File: config.mk
export PLATFORM = sky130hd
export DESIGN_NAME = cct_calendar
export DESIGN_NICKNAME = d
export VERILOG_FILES = /design/src/common/cct_pkg.sv /design/src/common/cct_tick_if.sv /design/src/cct_tick_gen.sv /design/src/cct_calendar.sv
export SDC_FILE = /design/constraint.sdc
export NUM_CORES = 1
export LEC_CHECK = 0
export ABC_AREA = 1
export ABC_CLOCK_PERIOD_IN_PS = 5000
export BUFFER_PORTS_ARGS = -buffer_cell sky130_fd_sc_hd__buf_2
export CAP_MARGIN = 5
export CORE_ASPECT_RATIO = 1.75
export CORE_MARGIN = 4
export CORE_UTILIZATION = 43
export CTS_CLUSTER_SIZE = 8
export DETAILED_ROUTE_END_ITERATION = 10
export SYNTH_ARGS = -nofsm -noshare
export SYNTH_HDL_FRONTEND = slang
export SYNTH_SLANG_ARGS = --single-unit
File: constraint.sdc
create_clock -name core_clk -period 5 [get_ports core_clk]
set_input_delay 0.5 -clock core_clk [delete_from_list [all_inputs] [get_ports core_clk]]
set_output_delay 0.5 -clock core_clk [all_outputs]
set_load 0.05 [all_outputs]
File: src/common/cct_pkg.sv
// Constants, field layouts and types of the calendar clock with second trim
package cct_pkg;

  // ==========================================================================
  // Register byte addresses
  localparam logic [15:0] ADDR_SEC = 16'h2015;
  localparam logic [15:0] ADDR_MIN = 16'h2016;
  localparam logic [15:0] ADDR_HR = 16'h2017;
  localparam logic [15:0] ADDR_WDAY = 16'h2018;
  localparam logic [15:0] ADDR_DATE = 16'h2019;
  localparam logic [15:0] ADDR_MO = 16'h201A;
  localparam logic [15:0] ADDR_YR = 16'h201B;
  localparam logic [15:0] ADDR_TRIM = 16'h201C;

  // ==========================================================================
  // Field positions and widths
  localparam int TRIM_INC_BIT = 0;
  localparam int TRIM_DEC_BIT = 1;
  localparam int SEC_W = 6;
  localparam int MIN_W = 6;
  localparam int HR_W = 5;
  localparam int WDAY_W = 3;
  localparam int DATE_W = 5;
  localparam int MO_W = 4;
  localparam int YR_W = 8;

  // ==========================================================================
  // Count limits and month codes
  localparam logic [5:0] SEC_MAX = 6'h3B;
  localparam logic [5:0] MIN_MAX = 6'h3B;
  localparam logic [4:0] HR_MAX = 5'h17;
  localparam logic [2:0] WDAY_MIN = 3'h1;
  localparam logic [2:0] WDAY_MAX = 3'h7;
  localparam logic [4:0] DATE_MIN = 5'h01;
  localparam logic [3:0] MO_MIN = 4'h1;
  localparam logic [3:0] MO_MAX = 4'hC;
  localparam logic [3:0] MO_FEB = 4'h2;
  localparam logic [3:0] MO_APR = 4'h4;
  localparam logic [3:0] MO_JUN = 4'h6;
  localparam logic [3:0] MO_SEP = 4'h9;
  localparam logic [3:0] MO_NOV = 4'hB;
  localparam logic [4:0] LEN_31 = 5'h1F;
  localparam logic [4:0] LEN_30 = 5'h1E;
  localparam logic [4:0] LEN_29 = 5'h1D;
  localparam logic [4:0] LEN_28 = 5'h1C;

  // ==========================================================================
  // Reset values
  localparam logic [5:0] RST_SEC = 6'h00;
  localparam logic [5:0] RST_MIN = 6'h00;
  localparam logic [4:0] RST_HR = 5'h00;
  localparam logic [2:0] RST_WDAY = 3'h1;
  localparam logic [4:0] RST_DATE = 5'h01;
  localparam logic [3:0] RST_MO = 4'h1;
  localparam logic [7:0] RST_YR = 8'h00;

  // ==========================================================================
  // Timing
  localparam int SECOND_NS = 1000000000;
  localparam int CLK_PERIOD_NS = 10;
  localparam int TICK_CYCLES_DFLT = SECOND_NS / CLK_PERIOD_NS;

  // ==========================================================================
  // Types
  typedef struct packed {
    logic [YR_W-1:0] yr;
    logic [MO_W-1:0] mo;
    logic [DATE_W-1:0] date;
    logic [WDAY_W-1:0] wday;
    logic [HR_W-1:0] hr;
    logic [MIN_W-1:0] min;
    logic [SEC_W-1:0] sec;
  } cct_time_t;

  typedef enum logic [2:0] {
    CCT_TRIM_IDLE = 3'b001,
    CCT_TRIM_UP = 3'b010,
    CCT_TRIM_DN = 3'b100
  } cct_trim_state_t;

endpackage

File: src/common/cct_tick_if.sv
// Seconds tick carried from the timebase divider to the calendar logic
interface cct_tick_if;
  logic tick;
  modport gen (output tick);
  modport user (input tick);
endinterface

File: src/cct_tick_gen.sv
// Timebase divider that makes a one-cycle seconds tick from the core clock
module cct_tick_gen
  import cct_pkg::*;
#(
  parameter int unsigned TICK_CYCLES = TICK_CYCLES_DFLT
) (
  input wire logic core_clk,
  input wire logic rst,
  cct_tick_if.gen tickBus
);

  localparam int CNT_W = $clog2(TICK_CYCLES);

  logic [CNT_W-1:0] count_reg;
  logic tick_reg;

  // ==========================================================================
  // Divider: wraps once per second and pulses the tick
  always_ff @(posedge core_clk or posedge rst) begin
    if (rst) begin
      count_reg <= '0;
      tick_reg <= 1'b0;
    end else if (count_reg == CNT_W'(TICK_CYCLES - 1)) begin
      count_reg <= '0;
      tick_reg <= 1'b1;
    end else begin
      count_reg <= count_reg + CNT_W'(1);
      tick_reg <= 1'b0;
    end
  end

  assign tickBus.tick = tick_reg;

endmodule

File: src/cct_calendar.sv
// Calendar clock: time and date counts, byte registers and one-second trim
// Summary of operation
// - Seconds, minutes wrap 59 to 00, carry
// - Hours wrap 23 to 00, carry to day
// - Weekday counts 1 to 7, daily, wraps
// - Date 1-31, month 1-12, eight-bit year
// - Year 00 counts as a leap year
// - Two write-only pulse bits, no stored value
// - Pulse adds or drops one second next tick
// - Request held until next tick, any width
module cct_calendar
  import cct_pkg::*;
#(
  parameter int unsigned TICK_CYCLES = TICK_CYCLES_DFLT
) (
  input wire logic core_clk,
  input wire logic rst,
  input wire logic [15:0] regAddr,
  input wire logic [7:0] regWrData,
  input wire logic regWrEn,
  input wire logic regRdEn,
  output logic [7:0] regRdData,
  output logic secTick
);

  cct_tick_if tickBus ();

  cct_time_t time_reg;
  cct_time_t time_next;
  cct_time_t stepped;
  cct_trim_state_t trimState_reg;
  cct_trim_state_t trimState_next;
  logic pendInc_reg;
  logic pendDec_reg;
  logic [7:0] rdData_reg;
  logic [7:0] rdMux;
  logic tick;
  logic trimWr;
  logic incReq;
  logic decReq;
  logic takeInc;
  logic takeDec;
  logic stepUpEn;
  logic stepDnEn;

  // ==========================================================================
  // Seconds timebase
  cct_tick_gen #(
    .TICK_CYCLES(TICK_CYCLES)
  ) u_tick (
    .core_clk(core_clk),
    .rst(rst),
    .tickBus(tickBus)
  );

  assign tick = tickBus.tick;
  assign secTick = tick;

  // ==========================================================================
  // Month length for a given month and year
  function automatic logic [4:0] monthLen(input logic [3:0] mo, input logic [7:0] yr);
    logic [4:0] len;
    len = LEN_31;
    if (mo == MO_FEB) begin
      len = (yr[1:0] == 2'h0) ? LEN_29 : LEN_28;
    end else if (mo == MO_APR || mo == MO_JUN || mo == MO_SEP || mo == MO_NOV) begin
      len = LEN_30;
    end
    return len;
  endfunction

  // ==========================================================================
  // One second forward with the full carry chain
  function automatic cct_time_t stepUp(input cct_time_t t);
    cct_time_t n;
    n = t;
    if (t.sec >= SEC_MAX) begin
      n.sec = '0;
      if (t.min >= MIN_MAX) begin
        n.min = '0;
        if (t.hr >= HR_MAX) begin
          n.hr = '0;
          if (t.wday >= WDAY_MAX || t.wday < WDAY_MIN) begin
            n.wday = WDAY_MIN;
          end else begin
            n.wday = t.wday + 3'h1;
          end
          if (t.date >= monthLen(t.mo, t.yr)) begin
            n.date = DATE_MIN;
            if (t.mo >= MO_MAX) begin
              n.mo = MO_MIN;
              n.yr = t.yr + 8'h01;
            end else begin
              n.mo = t.mo + 4'h1;
            end
          end else begin
            n.date = t.date + 5'h01;
          end
        end else begin
          n.hr = t.hr + 5'h01;
        end
      end else begin
        n.min = t.min + 6'h01;
      end
    end else begin
      n.sec = t.sec + 6'h01;
    end
    return n;
  endfunction

  // ==========================================================================
  // One second backward with the full borrow chain
  function automatic cct_time_t stepDown(input cct_time_t t);
    cct_time_t n;
    n = t;
    if (t.sec == '0) begin
      n.sec = SEC_MAX;
      if (t.min == '0) begin
        n.min = MIN_MAX;
        if (t.hr == '0) begin
          n.hr = HR_MAX;
          if (t.wday <= WDAY_MIN || t.wday > WDAY_MAX) begin
            n.wday = WDAY_MAX;
          end else begin
            n.wday = t.wday - 3'h1;
          end
          if (t.date <= DATE_MIN) begin
            if (t.mo <= MO_MIN || t.mo > MO_MAX) begin
              n.mo = MO_MAX;
              n.yr = t.yr - 8'h01;
            end else begin
              n.mo = t.mo - 4'h1;
            end
            n.date = monthLen(n.mo, n.yr);
          end else begin
            n.date = t.date - 5'h01;
          end
        end else begin
          n.hr = t.hr - 5'h01;
        end
      end else begin
        n.min = t.min - 6'h01;
      end
    end else begin
      n.sec = t.sec - 6'h01;
    end
    return n;
  endfunction

  // ==========================================================================
  // Trim request decode; a write with both bits set is dropped
  assign trimWr = regWrEn && (regAddr == ADDR_TRIM);
  assign incReq = trimWr && regWrData[TRIM_INC_BIT] && !regWrData[TRIM_DEC_BIT];
  assign decReq = trimWr && regWrData[TRIM_DEC_BIT] && !regWrData[TRIM_INC_BIT];
  assign takeInc = tick && pendInc_reg;
  assign takeDec = tick && pendDec_reg && !pendInc_reg;

  // Pending trim flags: a new request wins over the clear at the tick
  always_ff @(posedge core_clk or posedge rst) begin
    if (rst) begin
      pendInc_reg <= 1'b0;
      pendDec_reg <= 1'b0;
    end else begin
      if (incReq) begin
        pendInc_reg <= 1'b1;
      end else if (takeInc) begin
        pendInc_reg <= 1'b0;
      end
      if (decReq) begin
        pendDec_reg <= 1'b1;
      end else if (takeDec) begin
        pendDec_reg <= 1'b0;
      end
    end
  end

  // ==========================================================================
  // Trim sequencer: extra step in the cycle after the regular tick
  always_comb begin
    trimState_next = trimState_reg;
    case (trimState_reg)
      CCT_TRIM_IDLE: begin
        if (takeInc) begin
          trimState_next = CCT_TRIM_UP;
        end else if (takeDec) begin
          trimState_next = CCT_TRIM_DN;
        end
      end
      CCT_TRIM_UP: begin
        trimState_next = CCT_TRIM_IDLE;
      end
      CCT_TRIM_DN: begin
        trimState_next = CCT_TRIM_IDLE;
      end
      default: begin
        trimState_next = CCT_TRIM_IDLE;
      end
    endcase
  end

  always_ff @(posedge core_clk or posedge rst) begin
    if (rst) begin
      trimState_reg <= CCT_TRIM_IDLE;
    end else begin
      trimState_reg <= trimState_next;
    end
  end

  assign stepUpEn = tick || (trimState_reg == CCT_TRIM_UP);
  assign stepDnEn = !tick && (trimState_reg == CCT_TRIM_DN);

  // ==========================================================================
  // Count update: step first, then a software write overrides its field
  always_comb begin
    if (stepUpEn) begin
      stepped = stepUp(time_reg);
    end else if (stepDnEn) begin
      stepped = stepDown(time_reg);
    end else begin
      stepped = time_reg;
    end
    time_next = stepped;
    if (regWrEn) begin
      if (regAddr == ADDR_SEC) begin
        time_next.sec = regWrData[SEC_W-1:0];
      end else if (regAddr == ADDR_MIN) begin
        time_next.min = regWrData[MIN_W-1:0];
      end else if (regAddr == ADDR_HR) begin
        time_next.hr = regWrData[HR_W-1:0];
      end else if (regAddr == ADDR_WDAY) begin
        time_next.wday = regWrData[WDAY_W-1:0];
      end else if (regAddr == ADDR_DATE) begin
        time_next.date = regWrData[DATE_W-1:0];
      end else if (regAddr == ADDR_MO) begin
        time_next.mo = regWrData[MO_W-1:0];
      end else if (regAddr == ADDR_YR) begin
        time_next.yr = regWrData[YR_W-1:0];
      end
    end
  end

  always_ff @(posedge core_clk or posedge rst) begin
    if (rst) begin
      time_reg <= '{yr: RST_YR, mo: RST_MO, date: RST_DATE, wday: RST_WDAY,
                    hr: RST_HR, min: RST_MIN, sec: RST_SEC};
    end else begin
      time_reg <= time_next;
    end
  end

  // ==========================================================================
  // Read path: trim register and unmapped addresses read as zero
  always_comb begin
    rdMux = 8'h00;
    if (regAddr == ADDR_SEC) begin
      rdMux = {2'h0, time_reg.sec};
    end else if (regAddr == ADDR_MIN) begin
      rdMux = {2'h0, time_reg.min};
    end else if (regAddr == ADDR_HR) begin
      rdMux = {3'h0, time_reg.hr};
    end else if (regAddr == ADDR_WDAY) begin
      rdMux = {5'h00, time_reg.wday};
    end else if (regAddr == ADDR_DATE) begin
      rdMux = {3'h0, time_reg.date};
    end else if (regAddr == ADDR_MO) begin
      rdMux = {4'h0, time_reg.mo};
    end else if (regAddr == ADDR_YR) begin
      rdMux = time_reg.yr;
    end
  end

  // Read data stand only in the cycle after the strobe
  always_ff @(posedge core_clk or posedge rst) begin
    if (rst) begin
      rdData_reg <= 8'h00;
    end else if (regRdEn) begin
      rdData_reg <= rdMux;
    end else begin
      rdData_reg <= 8'h00;
    end
  end

  assign regRdData = rdData_reg;

  logic dayRoll;
  assign dayRoll = tick && !regWrEn && time_reg.sec == SEC_MAX &&
                   time_reg.min == MIN_MAX && time_reg.hr == HR_MAX;
endmodule

==> metrics <==
die span in x=100 µm; ys async rst share=100%; required time of the critical path=5230 ps; CP endpoint kind=flop; H-tree depth=3; Max Fclk=0.355 GHz; Final Net Count=1035; Crit Path Class=reg -> reg; Hold Vio Cnt, Final=0; largest net degree at the start of global routing=44; main area contributors after synthesis=dfrtp_1 (29%), nand2_1 (11%), inv_1 (8.0%); R2R cell count=17; total CTS buffers=9; worst slack, placed=2220 ps; worst hold path class=in -> async; DRC viols=0; family with the most delay on the worst path=simple AND/OR/NAND/NOR gates; CTS tree=yes; gr usage total=26.0%; Sink Count=78; Mapped Area=6390 µm²; slowest cell on the critical path=dfstp_2; min cycle time layout=2810 ps; cell count after synthesis=949; Most used DFF post-synth=dfrtp_1; clock root buffer=clkbuf_16; max incr delay on CP=600 ps; vias in the first global route=6645; Iteration-0 DRC Markers=355; Power Density=195 nW/µm²; Final Instance Area=7040 µm²; via/cell ratio=5.63; Final period util=56.3%; Pleak=0.00345 µW; grt ovf=0; Critical Path Most Common Cell=nand2_1; RSZ-0062 raised after global routing=false; largest family of logic cells by synthesized area=simple AND/OR/NAND/NOR gates; Syn Area/Cell=6.73 µm²; outcome=completed; quantity of gates resized following cts=0; drt first pass iters=6; row count=58; routability congestion estimate from global placement=0.959; total number of vias=6583; Placed Cells incl. Taps=1153; clk buf depth=2; Area Overhead vs Synth=10.2%; XOR/XNOR share of the synthesized area=2.88%; Worst Path Max Fanout=11; Slew headroom=49.3%; reg2reg setup slack=2190 ps; floorplan core area=14400 µm²; cts hold-fix bufs=0; Routed WL per cell=18.4 µm; non-filler instance count after layout=1169; Worst VDD drop=140 µV; CP Launch Point=time_reg[25]$_DFF_PP1_; Simple-Gate Fraction of Synth Area=39.2%; Die ar.=16900 µm²; CP Launch Type=flop; initial antenna violation count=0; skew final=12.8 ps; Ys Warns=0; final setup margin=2190 ps; I/O pin count=37; worst-path cell chain=inv_1 > ha_1 > o21ai_0 > nand2_1 > nor2_1 > ha_1 > inv_1 > a21boi_0 > o21ai_1 > nor2_4 > nand2_2 > nor2_2 > nand2_1 > nand3_1 > nand2_1 > nand2_1 > nand2_1; Die Ht=169 µm; Placed Instance Area=6730 µm²; first-pass GRT wire length=34200 µm; Slew Limit Fails=0; Post-Route WL=21500 µm; Synth Area in Adders=4.51%; Synth area leader=dfrtp_1; setup bufs post-CTS=0; clock-pin slew on the worst setup and hold paths=60 ps; Final TNS setup=0 ps; maxcap violations=0; post-synth cell types=49; Starting Density=44.2%; share of cells above drive strength 1=11.1%; Fill cells=1553; Worst Path Buf+Inv=2; worst skew pair latency=350 ps; max reg flops=37; Min Hold Slack=236 ps; mux cell area share after synthesis=0%; Post-Syn Nets=1000; PortBufs=36; post-synthesis compound-gate area fraction=12.7%; Final ANT Viol Nets=0; RR Startpoint=time_reg[25]$_DFF_PP1_; register area share after synthesis=30.6%; crit path DAT=3040 ps; flip-flop and latch count after synthesis=78; Critical Path Stages=17; Worst R2R End=time_reg[33]$_DFF_PP0_; worst-margin pin slew=758 ps; number of flops mapped to enable cells by yosys=0; top cell type's share of synthesized area=29.0%; diodes inserted=0; Final HPWL DP=16800 µm; Final setup viols=0
[kinds of logic after synthesis]
family                   after synthesis
AND/OR/NAND/NOR                      524
buffers and inverters                163
AO/OA/AOI/OAI                        140
flip-flops                            78
adder cells (fa/ha/maj)               23
XOR/XNOR                              21
[report_power, final]
part	internal (µW)	switching (µW)	leakage, µW
Clock	413	277	0.000144
Combinational	12.7	39.2	0.00239
Sequential	631	0.209	0.000915
Total	1060	316	0.00345
[cells in the mapped netlist (2+ instances only)]
master and instances:
o211ai_1 10, a31oi_1 11, buf_2 7, buf_4 4
nand3_4 2, o221ai_1 6, o21ai_1 9, nor3_1 28
nand2_1 187, a22oi_1 2, nand2_2 6, o22ai_1 6
nor2_2 9, nand4_2 2, o21a_1 2, inv_2 10
nand3b_1 6, clkbuf_1 3, a21oi_2 2, nor3b_1 3
dfrtp_1 74, o21ai_0 40, and3_1 4, ha_1 23
xnor2_1 3, nor2_1 122, nand4_1 40, dfstp_2 4
a21oi_1 44, clkinv_1 2, nand3_2 5, nor4_1 8
inv_1 136, nor2_4 9, nand3_1 87, o31ai_1 3
xor2_1 18
[cell usage in the layout (no fill, tap or decap), types with 11 or more instances in the layout]
cell	count
nor3_1	28
nand4_1	40
ha_1	23
nand2_1	187
a31oi_1	11
o21ai_0	40
nor2_1	122
a21oi_1	44
nand3_1	87
inv_1	135
dfrtp_1	74
buf_2	36
xor2_1	18
[worst max-delay path by stage]
| stage | slack [ps] | endpoint |
|---|---|---|
| after CTS | 2200 | time_reg[35]$_DFF_PP0_ |
| after global routing | 1830 | time_reg[35]$_DFF_PP0_ |
| final | 2190 | time_reg[33]$_DFF_PP0_ |
| after global placement | 2290 | time_reg[35]$_DFF_PP0_ |
| after detailed placement | 2220 | time_reg[35]$_DFF_PP0_ |
| after floorplan | 2490 | time_reg[24]$_DFF_PP0_ |
[through the flow]
stage,total power (µW),util (%)
2_1_floorplan,667,-
3_3_place_gp,696,46.6
3_5_place_dp,696,46.6
4_1_cts,1390,48.7
5_1_grt,1420,48.7
6_report,1370,48.7
[final cells by class]
cell class                      instances  area [µm²]  area share [%]
Multi-Input combinational cell        708        3790            53.8
Sequential cell                        78        1960            27.8
Inverter                              148         557            7.91
Clock buffer                           11         253            3.59
Tap cell                              180         225            3.20
Timing Repair Buffer                   39         203            2.88
Clock inverter                          5        57.6           0.818
[layer usage]
| layer | global-route usage (%) | part of all wire [%] | vias up |
|---|---|---|---|
| met5 | 0 | 0 | - |
| met4 | 16.6 | 7.1 | 0 |
| met3 | 4.07 | 4.3 | 88 |
| met2 | 47.9 | 54 | 221 |
| met1 | 26.5 | 35 | 3035 |
| li1 | - | - | 3239 |
(Power assumes the default switching activity.)
